==> config.mk <==
export PLATFORM = sky130hd
export DESIGN_NAME = vch_cmd
export DESIGN_NICKNAME = d
export VERILOG_FILES = /design/src/hw/vch_pkg.sv /design/src/hw/vch_cmd.sv /design/src/hw/vch_id_sel.sv
export SDC_FILE = /design/constraint.sdc
export NUM_CORES = 1
export LEC_CHECK = 0
export BUFFER_PORTS_ARGS = -buffer_cell sky130_fd_sc_hd__buf_2
export CAP_MARGIN = 5
export CELL_PAD_IN_SITES_DETAIL_PLACEMENT = 0
export CELL_PAD_IN_SITES_GLOBAL_PLACEMENT = 1
export CORE_AREA = 5 5 151 153
export CTS_BUF_LIST = sky130_fd_sc_hd__clkbuf_4 sky130_fd_sc_hd__clkbuf_8 sky130_fd_sc_hd__clkbuf_16
export DETAILED_ROUTE_END_ITERATION = 6
export DIE_AREA = 0 0 156 158
export PLACE_DENSITY_LB_ADDON = 0.12
export SLEW_MARGIN = 20
export SYNTH_ARGS = -nofsm -noshare
export SYNTH_HDL_FRONTEND = slang
export SYNTH_SLANG_ARGS = --single-unit
==> constraint.sdc <==
create_clock -name CLK -period 7.3 [get_ports CLK]
set_input_delay 0.73 -clock CLK [delete_from_list [all_inputs] [get_ports CLK]]
set_output_delay 0.73 -clock CLK [all_outputs]
set_load 0.02 [all_outputs]
==> src/hw/vch_pkg.sv <==
// Package: constants, states and codes of the vendor command handler.
// Assumes a single 100 MHz clock domain with a synchronous, active-high reset.
package vch_pkg;

  // ==========================================================
  // Register map (byte addresses on APB)
  localparam logic [7:0] VCH_OFF_CDB0 = 8'h00;
  localparam logic [7:0] VCH_OFF_CDB1 = 8'h04;
  localparam logic [7:0] VCH_OFF_CDB2 = 8'h08;
  localparam logic [7:0] VCH_OFF_CTRL = 8'h0C;
  localparam logic [7:0] VCH_OFF_STAT = 8'h10;
  localparam logic [7:0] VCH_OFF_RESP = 8'h14;
  localparam logic [7:0] VCH_OFF_ID = 8'h18;
  localparam logic [7:0] VCH_OFF_DERR = 8'h1C;

  // ==========================================================
  // Field positions
  localparam int VCH_CTRL_GO = 0;
  localparam int VCH_STAT_DONE = 0;
  localparam int VCH_STAT_BUSY = 1;
  localparam int VCH_STAT_CHECK = 2;
  localparam int VCH_STAT_KEY = 8;
  localparam int VCH_STAT_ASC = 16;
  localparam int VCH_RESP_CNT = 24;
  localparam int VCH_ID_SRC = 8;
  localparam int VCH_ID_NEW = 12;
  localparam int VCH_B1_STATREQ = 0;
  localparam int VCH_B1_RUN = 0;
  localparam int VCH_B1_RESUME = 2;
  localparam int VCH_B1_REPLACE = 3;
  localparam int VCH_B1_FOLLOWS = 4;
  localparam int VCH_B4_IDSRC_N = 3;
  localparam int VCH_B4_IDSRC_W = 4;

  // ==========================================================
  // Opcodes, pages and sense codes
  localparam logic [7:0] VCH_OP_ID_WIDE = 8'hC2;
  localparam logic [7:0] VCH_OP_PASS = 8'hEF;
  localparam logic [2:0] VCH_PAGE_LO = 3'h6;
  localparam logic [2:0] VCH_PAGE_HI = 3'h7;
  localparam logic [3:0] VCH_KEY_NONE = 4'h0;
  localparam logic [3:0] VCH_KEY_RECOV = 4'h1;
  localparam logic [3:0] VCH_KEY_ILLEGAL = 4'h5;
  localparam logic [7:0] VCH_ASC_NONE = 8'h00;
  localparam logic [7:0] VCH_ASC_BAD_OP = 8'h20;
  localparam logic [7:0] VCH_ASC_BAD_FIELD = 8'h24;
  localparam logic [7:0] VCH_ASC_DRIVE = 8'h44;
  localparam logic [1:0] VCH_CNT_SUMMARY = 2'h1;
  localparam logic [1:0] VCH_CNT_FULL = 2'h3;

  // ==========================================================
  // Reset values
  localparam logic [31:0] VCH_RST_WORD = 32'h0000_0000;
  localparam logic [3:0] VCH_RST_ID = 4'h0;

  typedef enum logic [3:0] {
    ST_IDLE,
    ST_DECODE,
    ST_ESDI_SEND,
    ST_ESDI_WAIT,
    ST_UTIL_RUN,
    ST_FMT_DOUT,
    ST_FMT_RUN,
    ST_FINISH
  } vch_state_t;

endpackage

==> src/hw/vch_cmd.sv <==
// Vendor command handler: APB slave holding a command block, its decoder
// and the sequencers for address change, utilities, pass-through and
// defect-list maintenance.
// Assumes drive, utility and format engines run on CLK; pins are async.
//
// Operation
// - New address applies only at bus reset
// - Source bit clear: pinsets give address
// - Source bit set: byte 4 field gives address
// - Narrow address field is byte 4 bits 2-0
// - Opcode C2H: wide four-bit address field
// - Power loss reverts address to pinsets
// - Run bit starts selected stored utility
// - Resume bit restarts; unresumable gives check
// - Only pages 06H and 07H accepted; code compares byte 2 bits 2-0 only, so 0EH and 0FH also pass
// - EFH forwards bytes 2-3 command word
// - Status request returns two drive bytes first
// - Summary byte: selected, complete, ready, attention
// - Pass-through check reports 01/44H, keeps error
// - Delete and replace perform full format
// - Save operating parameters after maintenance completes
// - Append adds entries, remaps, no reinitialise
// - Every maintenance run erases grown list
// - Factory list not mapped to registers
// - Follows bit clear: no data-out, lists discarded
//
// Decided for this implementation: register access over APB and the register addresses.
`timescale 1ns/1ps
module vch_cmd
  import vch_pkg::*;
#(
  parameter logic [7:0] OP_ID_NARROW = 8'hC1,
  parameter logic [7:0] OP_UTILITY = 8'hEE,
  parameter logic [7:0] OP_DEFECT = 8'hFD
) (
  // Clock and reset
  input wire logic CLK,
  input wire logic RST,
  // APB slave
  input wire logic PSEL,
  input wire logic PENABLE,
  input wire logic PWRITE,
  input wire logic [7:0] PADDR,
  input wire logic [31:0] PWDATA,
  output logic [31:0] PRDATA,
  output logic PREADY,
  output logic PSLVERR,
  // Pins
  input wire logic [3:0] ADDR_PINS,
  input wire logic BUS_RESET,
  output logic [3:0] TARGET_ID,
  // Drive interface
  output logic [15:0] ESDI_CMD,
  output logic ESDI_CMD_VALID,
  input wire logic ESDI_CMD_READY,
  input wire logic ESDI_STAT_VALID,
  input wire logic [7:0] ESDI_STAT_BYTE,
  input wire logic ESDI_CMPL,
  input wire logic [7:0] ESDI_SUMMARY,
  input wire logic ESDI_FAULT,
  input wire logic [7:0] ESDI_ERR_CODE,
  // Utility engine
  output logic UTIL_START,
  output logic UTIL_RESUME,
  output logic [2:0] UTIL_PAGE,
  output logic [3:0] UTIL_INDEX,
  input wire logic UTIL_CAN_RESUME,
  input wire logic UTIL_DONE,
  // Format engine
  output logic DOUT_REQ,
  input wire logic DOUT_DONE,
  output logic FMT_START,
  output logic FMT_FULL,
  input wire logic FMT_DONE,
  output logic PLIST_DISCARD,
  output logic GLIST_ERASE,
  output logic SAVE_PARAMS
);

  vch_state_t state_reg, state_next;
  logic [7:0] cdb_reg [0:9];
  logic [3:0] pins_s1_reg, pins_s2_reg;
  logic rst_s1_reg, rst_s2_reg, rst_s3_reg;
  logic done_reg, check_reg;
  logic [3:0] key_reg;
  logic [7:0] asc_reg, derr_reg;
  logic [7:0] resp_reg [0:2];
  logic [1:0] cnt_reg, stat_idx_reg;
  logic esdi_valid_reg, util_start_reg, util_resume_reg;
  logic dout_reg, fmt_start_reg, fmt_full_reg;
  logic plist_reg, glist_reg, save_reg;
  logic [31:0] prdata_reg;
  logic wr_en, rd_en, go, is_narrow, is_wide, id_load;
  logic dec_check;
  logic [3:0] dec_key;
  logic [7:0] dec_asc;
  logic [3:0] id_now, id_pend;
  logic id_src_pend, id_src_cmd;
  logic [3:0] id_addr_cmd;
  logic page_ok;

  // Overlapping opcodes would let one handler shadow another
  if (OP_ID_NARROW == OP_UTILITY || OP_ID_NARROW == OP_DEFECT
      || OP_UTILITY == OP_DEFECT || OP_ID_NARROW == VCH_OP_ID_WIDE
      || OP_ID_NARROW == VCH_OP_PASS || OP_UTILITY == VCH_OP_ID_WIDE
      || OP_UTILITY == VCH_OP_PASS || OP_DEFECT == VCH_OP_ID_WIDE
      || OP_DEFECT == VCH_OP_PASS) begin : g_op_check
    $error("opcode parameters overlap");
  end

  // ==========================================================
  // APB access; zero wait states
  assign wr_en = PSEL && PENABLE && PWRITE;
  assign rd_en = PSEL && PENABLE && !PWRITE;
  assign PREADY = 1'b1;
  // No register exposes the factory defect list; unmapped reads error
  assign PSLVERR = PSEL && PENABLE && (PADDR[1:0] != 2'b00
                   || PADDR > VCH_OFF_DERR);
  assign go = wr_en && PADDR == VCH_OFF_CTRL && PWDATA[VCH_CTRL_GO]
              && state_reg == ST_IDLE;

  // Command block writes; ignored while a command runs
  always_ff @(posedge CLK) begin
    if (RST) begin
      for (int i = 0; i < 10; i++) begin
        cdb_reg[i] <= 8'h00;
      end
    end else if (wr_en && state_reg == ST_IDLE) begin
      if (PADDR == VCH_OFF_CDB0) begin
        for (int i = 0; i < 4; i++) begin
          cdb_reg[i] <= PWDATA[8*i +: 8];
        end
      end else if (PADDR == VCH_OFF_CDB1) begin
        for (int i = 0; i < 4; i++) begin
          cdb_reg[4+i] <= PWDATA[8*i +: 8];
        end
      end else if (PADDR == VCH_OFF_CDB2) begin
        cdb_reg[8] <= PWDATA[7:0];
        cdb_reg[9] <= PWDATA[15:8];
      end
    end
  end

  always_ff @(posedge CLK) begin
    if (RST) begin
      prdata_reg <= VCH_RST_WORD;
    end else if (PSEL && !PENABLE && !PWRITE) begin
      if (PADDR == VCH_OFF_CDB0) begin
        prdata_reg <= {cdb_reg[3], cdb_reg[2], cdb_reg[1], cdb_reg[0]};
      end else if (PADDR == VCH_OFF_CDB1) begin
        prdata_reg <= {cdb_reg[7], cdb_reg[6], cdb_reg[5], cdb_reg[4]};
      end else if (PADDR == VCH_OFF_CDB2) begin
        prdata_reg <= {16'h0000, cdb_reg[9], cdb_reg[8]};
      end else if (PADDR == VCH_OFF_STAT) begin
        prdata_reg <= {8'h00, asc_reg, 4'h0, key_reg, 5'h00, check_reg,
                       state_reg != ST_IDLE, done_reg};
      end else if (PADDR == VCH_OFF_RESP) begin
        prdata_reg <= {6'h00, cnt_reg, resp_reg[2], resp_reg[1],
                       resp_reg[0]};
      end else if (PADDR == VCH_OFF_ID) begin
        prdata_reg <= {16'h0000, id_pend, 3'h0, id_src_pend, 4'h0, id_now};
      end else if (PADDR == VCH_OFF_DERR) begin
        prdata_reg <= {24'h000000, derr_reg};
      end else begin
        prdata_reg <= VCH_RST_WORD;
      end
    end
  end
  assign PRDATA = prdata_reg;

  // ==========================================================
  // Pin synchronisers
  // Pinset sync runs through reset so power-up reads settled pins
  always_ff @(posedge CLK) begin
    pins_s1_reg <= ADDR_PINS;
    pins_s2_reg <= pins_s1_reg;
  end

  always_ff @(posedge CLK) begin
    if (RST) begin
      rst_s1_reg <= 1'b0;
      rst_s2_reg <= 1'b0;
      rst_s3_reg <= 1'b0;
    end else begin
      rst_s1_reg <= BUS_RESET;
      rst_s2_reg <= rst_s1_reg;
      rst_s3_reg <= rst_s2_reg;
    end
  end

  // ==========================================================
  // Address change commands
  assign is_narrow = cdb_reg[0] == OP_ID_NARROW;
  assign is_wide = cdb_reg[0] == VCH_OP_ID_WIDE;
  assign id_load = state_reg == ST_DECODE && (is_narrow || is_wide);
  assign id_src_cmd = is_wide ? cdb_reg[4][VCH_B4_IDSRC_W]
                              : cdb_reg[4][VCH_B4_IDSRC_N];
  assign id_addr_cmd = is_wide ? cdb_reg[4][3:0]
                               : {1'b0, cdb_reg[4][2:0]};

  vch_id_sel u_id (
    .clk(CLK),
    .rst(RST),
    .pins_id(pins_s2_reg),
    .bus_reset(rst_s2_reg && !rst_s3_reg),
    .cmd_load(id_load),
    .cmd_src(id_src_cmd),
    .cmd_addr(id_addr_cmd),
    .cur_id(id_now),
    .pend_src(id_src_pend),
    .pend_addr(id_pend)
  );
  assign TARGET_ID = id_now;

  // ==========================================================
  // Decode and sequencing
  assign page_ok = cdb_reg[2][2:0] == VCH_PAGE_LO
                   || cdb_reg[2][2:0] == VCH_PAGE_HI;

  always_comb begin
    state_next = state_reg;
    dec_check = 1'b0;
    dec_key = VCH_KEY_NONE;
    dec_asc = VCH_ASC_NONE;
    case (state_reg)
      ST_IDLE: begin
        if (go) begin
          state_next = ST_DECODE;
        end
      end
      ST_DECODE: begin
        state_next = ST_FINISH;
        if (is_narrow || is_wide) begin
          state_next = ST_FINISH;
        end else if (cdb_reg[0] == OP_UTILITY) begin
          if (!page_ok) begin
            dec_check = 1'b1;
          end else if (cdb_reg[1][VCH_B1_RESUME] && !UTIL_CAN_RESUME) begin
            dec_check = 1'b1;
          end else if (cdb_reg[1][VCH_B1_RESUME]
                       || cdb_reg[1][VCH_B1_RUN]) begin
            state_next = ST_UTIL_RUN;
          end
          dec_key = dec_check ? VCH_KEY_ILLEGAL : VCH_KEY_NONE;
          dec_asc = dec_check ? VCH_ASC_BAD_FIELD : VCH_ASC_NONE;
        end else if (cdb_reg[0] == VCH_OP_PASS) begin
          state_next = ST_ESDI_SEND;
        end else if (cdb_reg[0] == OP_DEFECT) begin
          state_next = cdb_reg[1][VCH_B1_FOLLOWS] ? ST_FMT_DOUT
                                                  : ST_FMT_RUN;
        end else begin
          dec_check = 1'b1;
          dec_key = VCH_KEY_ILLEGAL;
          dec_asc = VCH_ASC_BAD_OP;
        end
      end
      ST_ESDI_SEND: begin
        if (ESDI_CMD_READY) begin
          state_next = ST_ESDI_WAIT;
        end
      end
      ST_ESDI_WAIT: begin
        // No timeout here; a command that never completes hangs the block
        if (ESDI_CMPL) begin
          state_next = ST_FINISH;
        end
      end
      ST_UTIL_RUN: begin
        if (UTIL_DONE) begin
          state_next = ST_FINISH;
        end
      end
      ST_FMT_DOUT: begin
        if (DOUT_DONE) begin
          state_next = ST_FMT_RUN;
        end
      end
      ST_FMT_RUN: begin
        if (FMT_DONE) begin
          state_next = ST_FINISH;
        end
      end
      ST_FINISH: begin
        state_next = ST_IDLE;
      end
      default: begin
        state_next = ST_IDLE;
      end
    endcase
  end

  always_ff @(posedge CLK) begin
    if (RST) begin
      state_reg <= ST_IDLE;
    end else begin
      state_reg <= state_next;
    end
  end

  // ==========================================================
  // Completion status; a finishing command wins over a software clear
  always_ff @(posedge CLK) begin
    if (RST) begin
      done_reg <= 1'b0;
    end else if (state_reg == ST_FINISH) begin
      done_reg <= 1'b1;
    end else if (go || (wr_en && PADDR == VCH_OFF_STAT
                        && PWDATA[VCH_STAT_DONE])) begin
      done_reg <= 1'b0;
    end
  end

  always_ff @(posedge CLK) begin
    if (RST) begin
      check_reg <= 1'b0;
      key_reg <= VCH_KEY_NONE;
      asc_reg <= VCH_ASC_NONE;
    end else if (state_reg == ST_DECODE) begin
      check_reg <= dec_check;
      key_reg <= dec_key;
      asc_reg <= dec_asc;
    end else if (state_reg == ST_ESDI_WAIT && ESDI_CMPL && ESDI_FAULT) begin
      check_reg <= 1'b1;
      key_reg <= VCH_KEY_RECOV;
      asc_reg <= VCH_ASC_DRIVE;
    end
  end

  always_ff @(posedge CLK) begin
    if (RST) begin
      derr_reg <= 8'h00;
    end else if (state_reg == ST_ESDI_WAIT && ESDI_CMPL) begin
      derr_reg <= ESDI_ERR_CODE;
    end
  end

  // Answer bytes: drive status first, summary last
  always_ff @(posedge CLK) begin
    if (RST) begin
      resp_reg[0] <= 8'h00;
      resp_reg[1] <= 8'h00;
      resp_reg[2] <= 8'h00;
      cnt_reg <= 2'h0;
      stat_idx_reg <= 2'h0;
    end else if (state_reg == ST_DECODE) begin
      cnt_reg <= 2'h0;
      stat_idx_reg <= 2'h0;
    end else if (state_reg == ST_ESDI_WAIT) begin
      if (ESDI_STAT_VALID && cdb_reg[1][VCH_B1_STATREQ]
          && stat_idx_reg < 2'h2) begin
        resp_reg[stat_idx_reg] <= ESDI_STAT_BYTE;
        stat_idx_reg <= stat_idx_reg + 2'h1;
      end
      if (ESDI_CMPL) begin
        resp_reg[2] <= {4'h0, ESDI_SUMMARY[3:0]};
        cnt_reg <= cdb_reg[1][VCH_B1_STATREQ] ? VCH_CNT_FULL
                                              : VCH_CNT_SUMMARY;
      end
    end
  end

  // ==========================================================
  // Drive command word
  always_ff @(posedge CLK) begin
    if (RST) begin
      esdi_valid_reg <= 1'b0;
    end else if (state_reg == ST_DECODE && state_next == ST_ESDI_SEND) begin
      esdi_valid_reg <= 1'b1;
    end else if (ESDI_CMD_READY) begin
      esdi_valid_reg <= 1'b0;
    end
  end
  assign ESDI_CMD_VALID = esdi_valid_reg;
  assign ESDI_CMD = {cdb_reg[2], cdb_reg[3]};

  // ==========================================================
  // Utility launch
  always_ff @(posedge CLK) begin
    if (RST) begin
      util_start_reg <= 1'b0;
      util_resume_reg <= 1'b0;
    end else begin
      util_start_reg <= state_reg == ST_DECODE && state_next == ST_UTIL_RUN
                        && !cdb_reg[1][VCH_B1_RESUME];
      util_resume_reg <= state_reg == ST_DECODE && state_next == ST_UTIL_RUN
                         && cdb_reg[1][VCH_B1_RESUME];
    end
  end
  assign UTIL_START = util_start_reg;
  assign UTIL_RESUME = util_resume_reg;
  assign UTIL_PAGE = cdb_reg[2][2:0];
  assign UTIL_INDEX = cdb_reg[3][3:0];

  // ==========================================================
  // Defect-list maintenance
  always_ff @(posedge CLK) begin
    if (RST) begin
      dout_reg <= 1'b0;
      fmt_start_reg <= 1'b0;
      fmt_full_reg <= 1'b0;
      plist_reg <= 1'b0;
      glist_reg <= 1'b0;
      save_reg <= 1'b0;
    end else begin
      dout_reg <= state_next == ST_FMT_DOUT;
      fmt_start_reg <= state_next == ST_FMT_RUN && state_reg != ST_FMT_RUN;
      if (state_reg == ST_DECODE && cdb_reg[0] == OP_DEFECT) begin
        // Append only when a list follows and replace is clear
        fmt_full_reg <= !(cdb_reg[1][VCH_B1_FOLLOWS]
                          && !cdb_reg[1][VCH_B1_REPLACE]);
      end
      plist_reg <= state_reg == ST_DECODE && cdb_reg[0] == OP_DEFECT
                   && !cdb_reg[1][VCH_B1_FOLLOWS];
      glist_reg <= state_reg == ST_DECODE && cdb_reg[0] == OP_DEFECT;
      save_reg <= state_reg == ST_FMT_RUN && FMT_DONE;
    end
  end
  assign DOUT_REQ = dout_reg;
  assign FMT_START = fmt_start_reg;
  assign FMT_FULL = fmt_full_reg;
  assign PLIST_DISCARD = plist_reg;
  assign GLIST_ERASE = glist_reg;
  assign SAVE_PARAMS = save_reg;
endmodule

==> src/hw/vch_id_sel.sv <==
// Target bus address selection: pending source and address, applied on bus reset.
// Assumes pins and bus reset already synchronised to clk by the caller.
`timescale 1ns/1ps
module vch_id_sel
  import vch_pkg::*;
(
  // Clock and reset
  input wire logic clk,
  input wire logic rst,
  // Inputs
  input wire logic [3:0] pins_id,
  input wire logic bus_reset,
  input wire logic cmd_load,
  input wire logic cmd_src,
  input wire logic [3:0] cmd_addr,
  // Outputs
  output logic [3:0] cur_id,
  output logic pend_src,
  output logic [3:0] pend_addr
);

  logic pend_src_reg;
  logic [3:0] pend_addr_reg;
  logic [3:0] cur_id_reg;
  logic boot_reg;

  // ==========================================================
  // Pending selection; power-on reset forgets any commanded address
  always_ff @(posedge clk) begin
    if (rst) begin
      pend_src_reg <= 1'b0;
      pend_addr_reg <= VCH_RST_ID;
    end else if (cmd_load) begin
      pend_src_reg <= cmd_src;
      pend_addr_reg <= cmd_addr;
    end
  end

  // ==========================================================
  // Live address changes only at a bus reset or just after power-up
  always_ff @(posedge clk) begin
    if (rst) begin
      boot_reg <= 1'b1;
      cur_id_reg <= VCH_RST_ID;
    end else if (boot_reg || bus_reset) begin
      boot_reg <= 1'b0;
      if (pend_src_reg && !boot_reg) begin
        cur_id_reg <= pend_addr_reg;
      end else begin
        cur_id_reg <= pins_id;
      end
    end
  end

  assign cur_id = cur_id_reg;
  assign pend_src = pend_src_reg;
  assign pend_addr = pend_addr_reg;
endmodule

== Word level (Yosys, flattened, before mapping) ==
Memory sizes are Yosys's and may differ from the RTL's.
Index checks and enable logic that the tools add are counted.
Widths: inputs -> output; s select.

* Bitwise logic cells: 11
* Order comparisons: 2
* Add/subtract/negate cells: 1
* Reduce and logical (&&, ||, !) cells: 54
* Equal/unequal tests: 26
* Multiplexer cells: 96

{| class="wikitable"
|+ Operators with widths
! kind !! count
|-
| $mux 8 || 15
|-
| $mux 26 || 3
|-
| $mux 32 || 2
|-
| $mux 4 || 12
|-
| $mux 1 || 44
|-
| $eq 8x8->1 const B || 5
|-
| $eq 8x5->1 const B || 4
|-
| $mux 6 || 5
|-
| $eq 4x3->1 const B || 7
|-
| $logic_and 1x1->1 || 28
|-
| $pmux 4 s7 || 1
|-
| $mux 3 || 6
|-
| $eq 8x4->1 const B || 2
|-
| $mux 16 || 1
|-
| $mux 2 || 7
|-
| $eq 4x2->1 const B || 3
|-
| $or 1x1->1 || 11
|-
| $logic_not 1->1 || 9
|-
| $eq 8x3->1 const B || 1
|-
| $gt 8x5->1 const B || 1
|-
| $logic_not 8->1 || 1
|-
| $reduce_bool 2->1 || 4
|-
| $reduce_or 8->1 || 1
|-
| $eq 3x3->1 const B || 2
|-
| other kinds (9) || 15
|}

* Word-level logic and storage cells: 219
* Memories: 2
* Output and inout bits: 70
* Bits in writable memories: 104
* Register bits: 92
* Input port bits: 82

{| class="wikitable"
|+ Memory list
! memory !! words !! bits a word !! rd ports !! clocked after Yosys merged registers in !! wr ports !! RTL line !! RTL
|-
| cdb_reg || 10 || 8 || 10 || 0 || 10 || vch_cmd.sv:81 || <nowiki>logic [7:0] cdb_reg [0:9];</nowiki>
|-
| resp_reg || 3 || 8 || 3 || 0 || 3 || vch_cmd.sv:87 || <nowiki>logic [7:0] resp_reg [0:2];</nowiki>
|}

== Logic depth before layout (Yosys ltp) ==
Gate-level depths: netlist of run 1.

* Depth in word-level cells: 11
* Depth in mapped cells: 8
* Gate-level depth less buffers: 5

== Hierarchy ==
From an unflattened synthesis of run 1, not the netlist that was laid out.

* Cells, all modules: 789
* Area total of the unflattened synthesis: 8605.8 um2

{| class="wikitable"
|+ By module, submodules not included
! module !! sequential area each (um2) !! cells an instance !! instances !! area an instance (um2)
|-
| vch_cmd || 4544.4 || 747 || 1 || 8187.9
|-
| vch_id_sel || 200.2 || 42 || 1 || 417.9
|}

== Worst setup path after synthesis of run 1 ==
Ideal clock, no wire load.

* Path kind: input port to flip-flop
* Start: input port PADDR[3]
* End: memory cdb_reg[4][0], in the netlist cdb_reg[0][32] (enable)
* Arrival time: 4.103 ns
* Setup time: 0.470 ns
* Slack: 2.727 ns
* Data required time: 6.830 ns
* Buffers on the path: 1
* Stages on the path: 3
* Path through: clkbuf_1 or4b_2 o31ai_1

{| class="wikitable"
|+ RTL lines
! item !! RTL line !! RTL
|-
| from (decl) || vch_cmd.sv:43 || <nowiki>input wire logic [7:0] PADDR,</nowiki>
|-
| to (decl) || vch_cmd.sv:81 ||
|}

==> flow_summary.toml, run 1 <==
[outcome]
outcome = "finished, violations left"
violations = "DRC"

[logic_synthesis]
yosys_most_used_dff = "edfxtp_1"
ys_seq_area_frac = 0.558
synth_cell_types = 69
async_reset_ff_frac = 0
syn-cell-area_um2 = 8510
ys_seq_elements = 187
syn-instance-count = 824
synth_edf_count = 100
syn-num-nets = 909
synth_warnings = 0
avgSynthCellArea_um2 = 10.3

[critical_path]
critPathTopFamily = "buffers and inverters"
reg2reg_slack_ns = 4.39
cpPeakStageDelay_ns = 0.80
regToRegStartpoint = "state_reg[1]"
cp.depth = 4
end_kind = "flip-flop"
required_ns = 7.39
path_cells = "buf_2 > or4b_2 > o31ai_4 > buf_4"
r2r_cells = 4
start_kind = "primary input"
timing.rr.end = "cdb_reg[0][35]"
cpMaxStageDelayCell = "or4b_2"
worstPathMaxFanout = 47
cp.arrival_ns = 3.23
crit_buf_inv = 2
crit_type = "in -> reg"

[pwr]
ir_drop_v = 0.000143
power_density_nw_per_um2 = 225
total_power_mw = 2.24
power_leakage_nw = 3.92

[timing]
skew_ns = 0.0128
fin_tns_setup_ns = 0
slew_headroom = 0.345
fin_crit_sh = 0.430
period_needed_ns = 3.14
slew_viol_final = 0
whs_ns = 0.329
setup_viol = 0
fmax_mhz = 319
hold_viol_final = 0
worstMarginPinSlew_ns = 0.983
rsz0062_at_grt = "no"
finalWorstSetupSlack_ns = 4.16

[floorplan]
placement_rows = 54
chipHeight_um = 158
dieArea_um2 = 24600
ioPinCount = 152
dieWidth_um = 156
start_util = 0.397
core_um2 = 21400

[route]
drt_iter0_markers = 368
drtPass1Iterations = 7
post_drt_wl_per_cell_um = 20.4
drc = 1
vias = 6490
ant_nets = 0
viasPerCell = 5.34
drt-total-wl_um = 24800

[final_layout]
area_delta_synth_final_pct = 17.0
final_cell_mix = "146 x buf_2, 100 x edfxtp_1, 87 x dfxtp_1"
multi_input_area_um2 = 3340
largest_reg_flops = 80
drive_above_1_share = 0.232
final_common_cell = "buf_2"
regArea_um2 = 4740
utilization = 0.465
n_fill_cell = 2028
layout.nets = 1005

[global_route]
grt_start_max_net_pins = 73
grt_antenna_before_repair = 3
grt-ovfl-total = 0
track_usage = 0.201
grt_pass1_wl_um = 37800
grt_pass1_vias = 6574

[clocking]
post_cts_resized = 0
cts_buffers = 17
cts_max_level = 4
cts_root_buf = "clkbuf_16"
cts_tree = "done"
path_clk_slew_ns = 0.07
clock-sinks = 187
hold_buffers = 0
cts_max_path_buffers = 2
clk_latency_ns = 0.43
cts_setup_buffers = 0

[job]
maxCapViolations = 0

[placement]
port_buffers = 146
dp_slack_ns = 3.67
globalplace.congestion = 0.818
dpl.hpwl_um = 17400

[worst_hold_path]
hold_start = "pins_s1_reg[1]"
whs_endpoint = "pins_s2_reg[1]"
hold_depth = 0
hold_path.class = "reg -> reg"
## cells by family (layout without fill, tap and decap cells)
kind of cell             after synthesis  count (layout)  share of synthesized area
AO/OA/AOI/OAI                        162             162                      0.127
XOR/XNOR                               2               2                    0.00206
flip-flops                           187             187                      0.558
other                                  2               4                   0.000883
AND/OR/NAND/NOR                      339             339                      0.219
buffers and inverters                104             213                     0.0587
multiplexers                          25              25                     0.0302
adder cells (fa/ha/maj)                3               3                    0.00441
## Yosys cell counts (all sizes together), types with 2 or more instances
master   count  area (um2)
dfxtp       87        1740
edfxtp     100        3000
o22ai        8        50.1
a211o        2        17.5
nor4b        3        38.8
nor3b        3        22.5
inv         22        82.6
nand2       62         233
clkbuf      49         184
nand4        5        37.5
a21oi       46         234
conb         2        7.51
ha           3        37.5
o31ai        5        37.5
a311oi       2        17.5
nor2        57         214
and3        21         131
or4          6        48.8
a211oi       5        37.5
nand2b      10        62.6
o21ai       26         130
o311ai       2        17.5
a2bb2oi      8        70.1
mux2         5        56.3
nand3b       2        15.0
a22oi       26         195
and2        83         519
nand3       23         115
or3          6        37.5
mux2i       20         200
buf         33         233
nor3        23         120
a31oi        7        43.8
o211ai       2        15.0
xnor2        2        17.5
o2111ai      2        17.5
or4b         2        20.0
nor2b       15        93.8
a221oi       9        78.8
nor4        12         100
## per-layer routing
metal / wire length [um] / GRT usage / share of wire
met5: 0 / 0 / 0
met4: 298 / 0.0534 / 0.012
met3: 1200 / 0.0339 / 0.048
met2: 12100 / 0.337 / 0.49
met1: 11200 / 0.271 / 0.45
## metrics by stage
| stage | instance area [um2] | cells |
|---|---|---|
| floorplan | 8510 | 824 |
| global placement | 9340 | 1181 |
| detailed placement | 9340 | 1181 |
| CTS | 9950 | 1213 |
| global route | 9950 | 1215 |
| finish | 9950 | 1215 |
## power breakdown
| group | total (mW) | internal, mW | switching [mW] |
|---|---|---|---|
| Sequential | 1.15 | 1.13 | 0.0159 |
| Combinational | 0.139 | 0.0448 | 0.0944 |
| Clock | 0.951 | 0.520 | 0.431 |
| Total | 2.24 | 1.69 | 0.542 |
## worst max-delay path by stage
stage	from	to	slack (ns)
final	PADDR[2]	cdb_reg[0][35]	4.16
after global routing	PADDR[3]	cdb_reg[0][67]	4.03
after CTS	PADDR[2]	cdb_reg[0][35]	4.10
after detailed placement	PADDR[2]	cdb_reg[0][38]	3.67
after global placement	PADDR[2]	cdb_reg[0][38]	3.73
after floorplan	PADDR[3]	cdb_reg[0][32]	2.73
## area by class of cell
class                      instances  area share
sequential                       187       0.477
multi-input combinational        533       0.335
timing repair buffer             159      0.0832
clock buffer                      17      0.0427
tap                              280      0.0352
clock inverter                    15      0.0181
inverter                          22     0.00830
antenna                            2    0.000503
(Power assumes the default switching activity.)
==> run 2: changes to the inputs <==
Settings changed: ABC_AREA from default to 1, CORE_AREA 5 5 151 153 to 5 5 147 149, DIE_AREA 0 0 156 158 to 0 0 152 154.
Clock period 7.3 ns to 3.1 ns, I/O delays scaled along.
==> run 2 against run 1 <==
  * The flow now finishes without violations
  * Routed wire length decreased by 9.4%
  * Register-to-register slack got worse by 3.4 ns
  * Highest routed layer unchanged
  * Total power increased by 130%
  * Sequential share of layout area increased by 1.7 points
  * Utilization increased by 1.5 points
  * Setup slack got worse by 3.2 ns
  * Synthesized cell count increased by 9.7%
  * Flip-flop and latch count unchanged
  * Combinational power increased by 120%
  * Clock-buffer cell count increased by 10
  * Worst hold slack got worse by 0.24 ns
  * First-iteration DRC count decreased by 7.9%
==> flow_summary.toml, run 2 <==
[final_layout]
stdcell_count = 1321
layout.nets = 1123
area_delta_synth_final_pct = 19.1
drive_above_1_share = 0.224
n_antenna_cell = 0
multi_input_area_um2 = 2570
regArea_um2 = 4740
utilization = 0.479
final_cell_mix = "166 x nand2_1, 164 x nor2_1, 146 x buf_2"
postLayoutCellArea_um2 = 9610
final_common_cell = "nand2_1"
largest_reg_flops = 80
n_fill_cell = 2024

[critical_path]
worstPathMaxFanout = 12
start_kind = "flip-flop"
regToRegStartpoint = "state_reg[1]"
required_ns = 3.24
crit_buf_inv = 0
cpMaxStageDelayCell = "nor2_1"
crit_type = "reg -> reg"
end_kind = "flip-flop"
cpPeakStageDelay_ns = 0.78
critPathTopFamily = "simple AND/OR/NAND/NOR gates"
path_cells = "nand2_4 > nor2_8 > nand2_4 > nor2_1 > o31ai_1"
crit_path_start = "state_reg[1]"
cpMostUsedCell = "nand2_4"
cp.arrival_ns = 2.27

[outcome]
outcome = "finished clean"

[timing]
skew_ns = 0.00648
setup_viol = 0
slew_headroom = 0.302
fin_crit_sh = 0.689
rsz0062_at_grt = "no"
period_needed_ns = 2.14
whs_ns = 0.0917
fmax_mhz = 468
worstMarginPinSlew_ns = 1.04
finalWorstSetupSlack_ns = 0.964
slew_viol_final = 0
hold_viol_final = 0
fin_tns_setup_ns = 0

[placement]
dp_slack_ns = 0.777
placed_cell_area_um2 = 8970
port_buffers = 146
dp.cells = 1285
dpl.hpwl_um = 16500
globalplace.congestion = 0.869

[clocking]
cts_buffers = 17
cts_max_path_buffers = 2
clock-sinks = 187
path_clk_slew_ns = 0.07
cts_max_level = 4
clk_latency_ns = 0.42
cts_root_buf = "clkbuf_16"
cts_tree = "done"
cts_setup_buffers = 0

[route]
post_drt_wl_per_cell_um = 17.0
vias = 6290
drt_iter0_markers = 339
viasPerCell = 4.76
drt-total-wl_um = 22500
drc = 0
drtPass1Iterations = 4
ant_nets = 0

[global_route]
grt-ovfl-total = 0
use_met1 = 0.258
grt_start_max_net_pins = 32
track_usage = 0.191
grt_busiest_layer = "met2"
grt_use_met3 = 0.0453
grt_antenna_before_repair = 0
grt_pass1_wl_um = 34900
grt_pass1_vias = 6257
met2_usage = 0.316

[logic_synthesis]
syn-instance-count = 904
ys_seq_area_frac = 0.588
ys_top_cells_by_count = "166 x nand2_1, 164 x nor2_1, 101 x inv_1"
syn-num-nets = 989
synth_top_area_cell = "edfxtp_1"
syn-cell-area_um2 = 8070
synth_most_common_cell = "nand2_1"
synth_area_leaders = "edfxtp_1 37%, dfxtp_1 22%, nand2_1 7.7%"
yosys_most_used_dff = "edfxtp_1"
synth_cell_types = 38
ys_seq_elements = 187
async_reset_ff_frac = 0
synth_edf_count = 100
synth_warnings = 0
avgSynthCellArea_um2 = 8.92
synth_top_area_frac = 0.372

[job]
maxCapViolations = 0

[floorplan]
ioPinCount = 152
dieArea_um2 = 23400
core_um2 = 20000
chipHeight_um = 154
placement_rows = 52
start_util = 0.403
dieWidth_um = 152

[worst_hold_path]
hold_start = "BUS_RESET"
hold_path.class = "in -> reg"

[pwr]
power_leakage_nw = 4.25
ir_drop_v = 0.000330
total_power_mw = 5.16
power_density_nw_per_um2 = 538
==> run 2: changes by cell type after synthesis, sizes merged, moves of 12 or more <==
cell,change
mux2i,-20
inv,+89
and3,-21
nand2,+112
nor4,-12
nor2,+114
clkbuf,-35
and2,-83
o21ai,+24
a21oi,+16
a22oi,-26
nor3,-14
nor2b,-15
==> run 2: path summary, 6_finish.rpt <==
check | slack, ns | cells past startpoint | to
worst max-delay path | 0.96 | 5 | resp_reg[2][0]
worst min-delay path | 0.09 | 3 | rst_s1_reg
worst max register to register | 0.96 | 5 | resp_reg[2][0]
worst min register to register | 0.33 | 0 | pins_s2_reg[3]
==> run 2: power breakdown <==
part	switching [mW]	internal, mW
combinational	0.202	0.102
clock	0.895	1.26
sequential	0.0328	2.67
total	1.13	4.03
==> run 2: cells by family (layout without fill, tap and decap cells) <==
| logic type | after synthesis | in the layout | synth area share |
|---|---|---|---|
| other cells | 2 | 2 | 0.000931 |
| compound gates | 149 | 149 | 0.107 |
| flops | 187 | 187 | 0.588 |
| simple gates | 395 | 395 | 0.206 |
| buf+inv | 168 | 315 | 0.0931 |
| fa+ha+maj | 3 | 3 | 0.00465 |
==> run 2: worst reg2reg max path: cells and delay by family, from the launching register on <==
kind,cells,cell delay [ns]
flops,1,0.50
simple gates,4,1.16
compound gates,1,0.18
==> run 2: per-layer routing <==
layer	routed length [um]	share of wire	vias to the layer above
li1	-	-	3200
met1	10400	0.46	2925
met2	10700	0.48	152
met3	1160	0.052	13
met4	238	0.011	0
met5	0	0	-
==> run 2: what timing repair did <==
item	in CTS	in global routing
resized for setup	0	0
hold buffers	4	0
endpoints found under the hold margin	4	0
==> run 2: area by class of cell <==
cell class                 instances  area share
timing repair buffer             172      0.0974
inverter                         111      0.0436
sequential                       187       0.494
clock buffer                      27      0.0589
clock inverter                     5     0.00326
multi-input combinational        549       0.268
tap                              270      0.0352
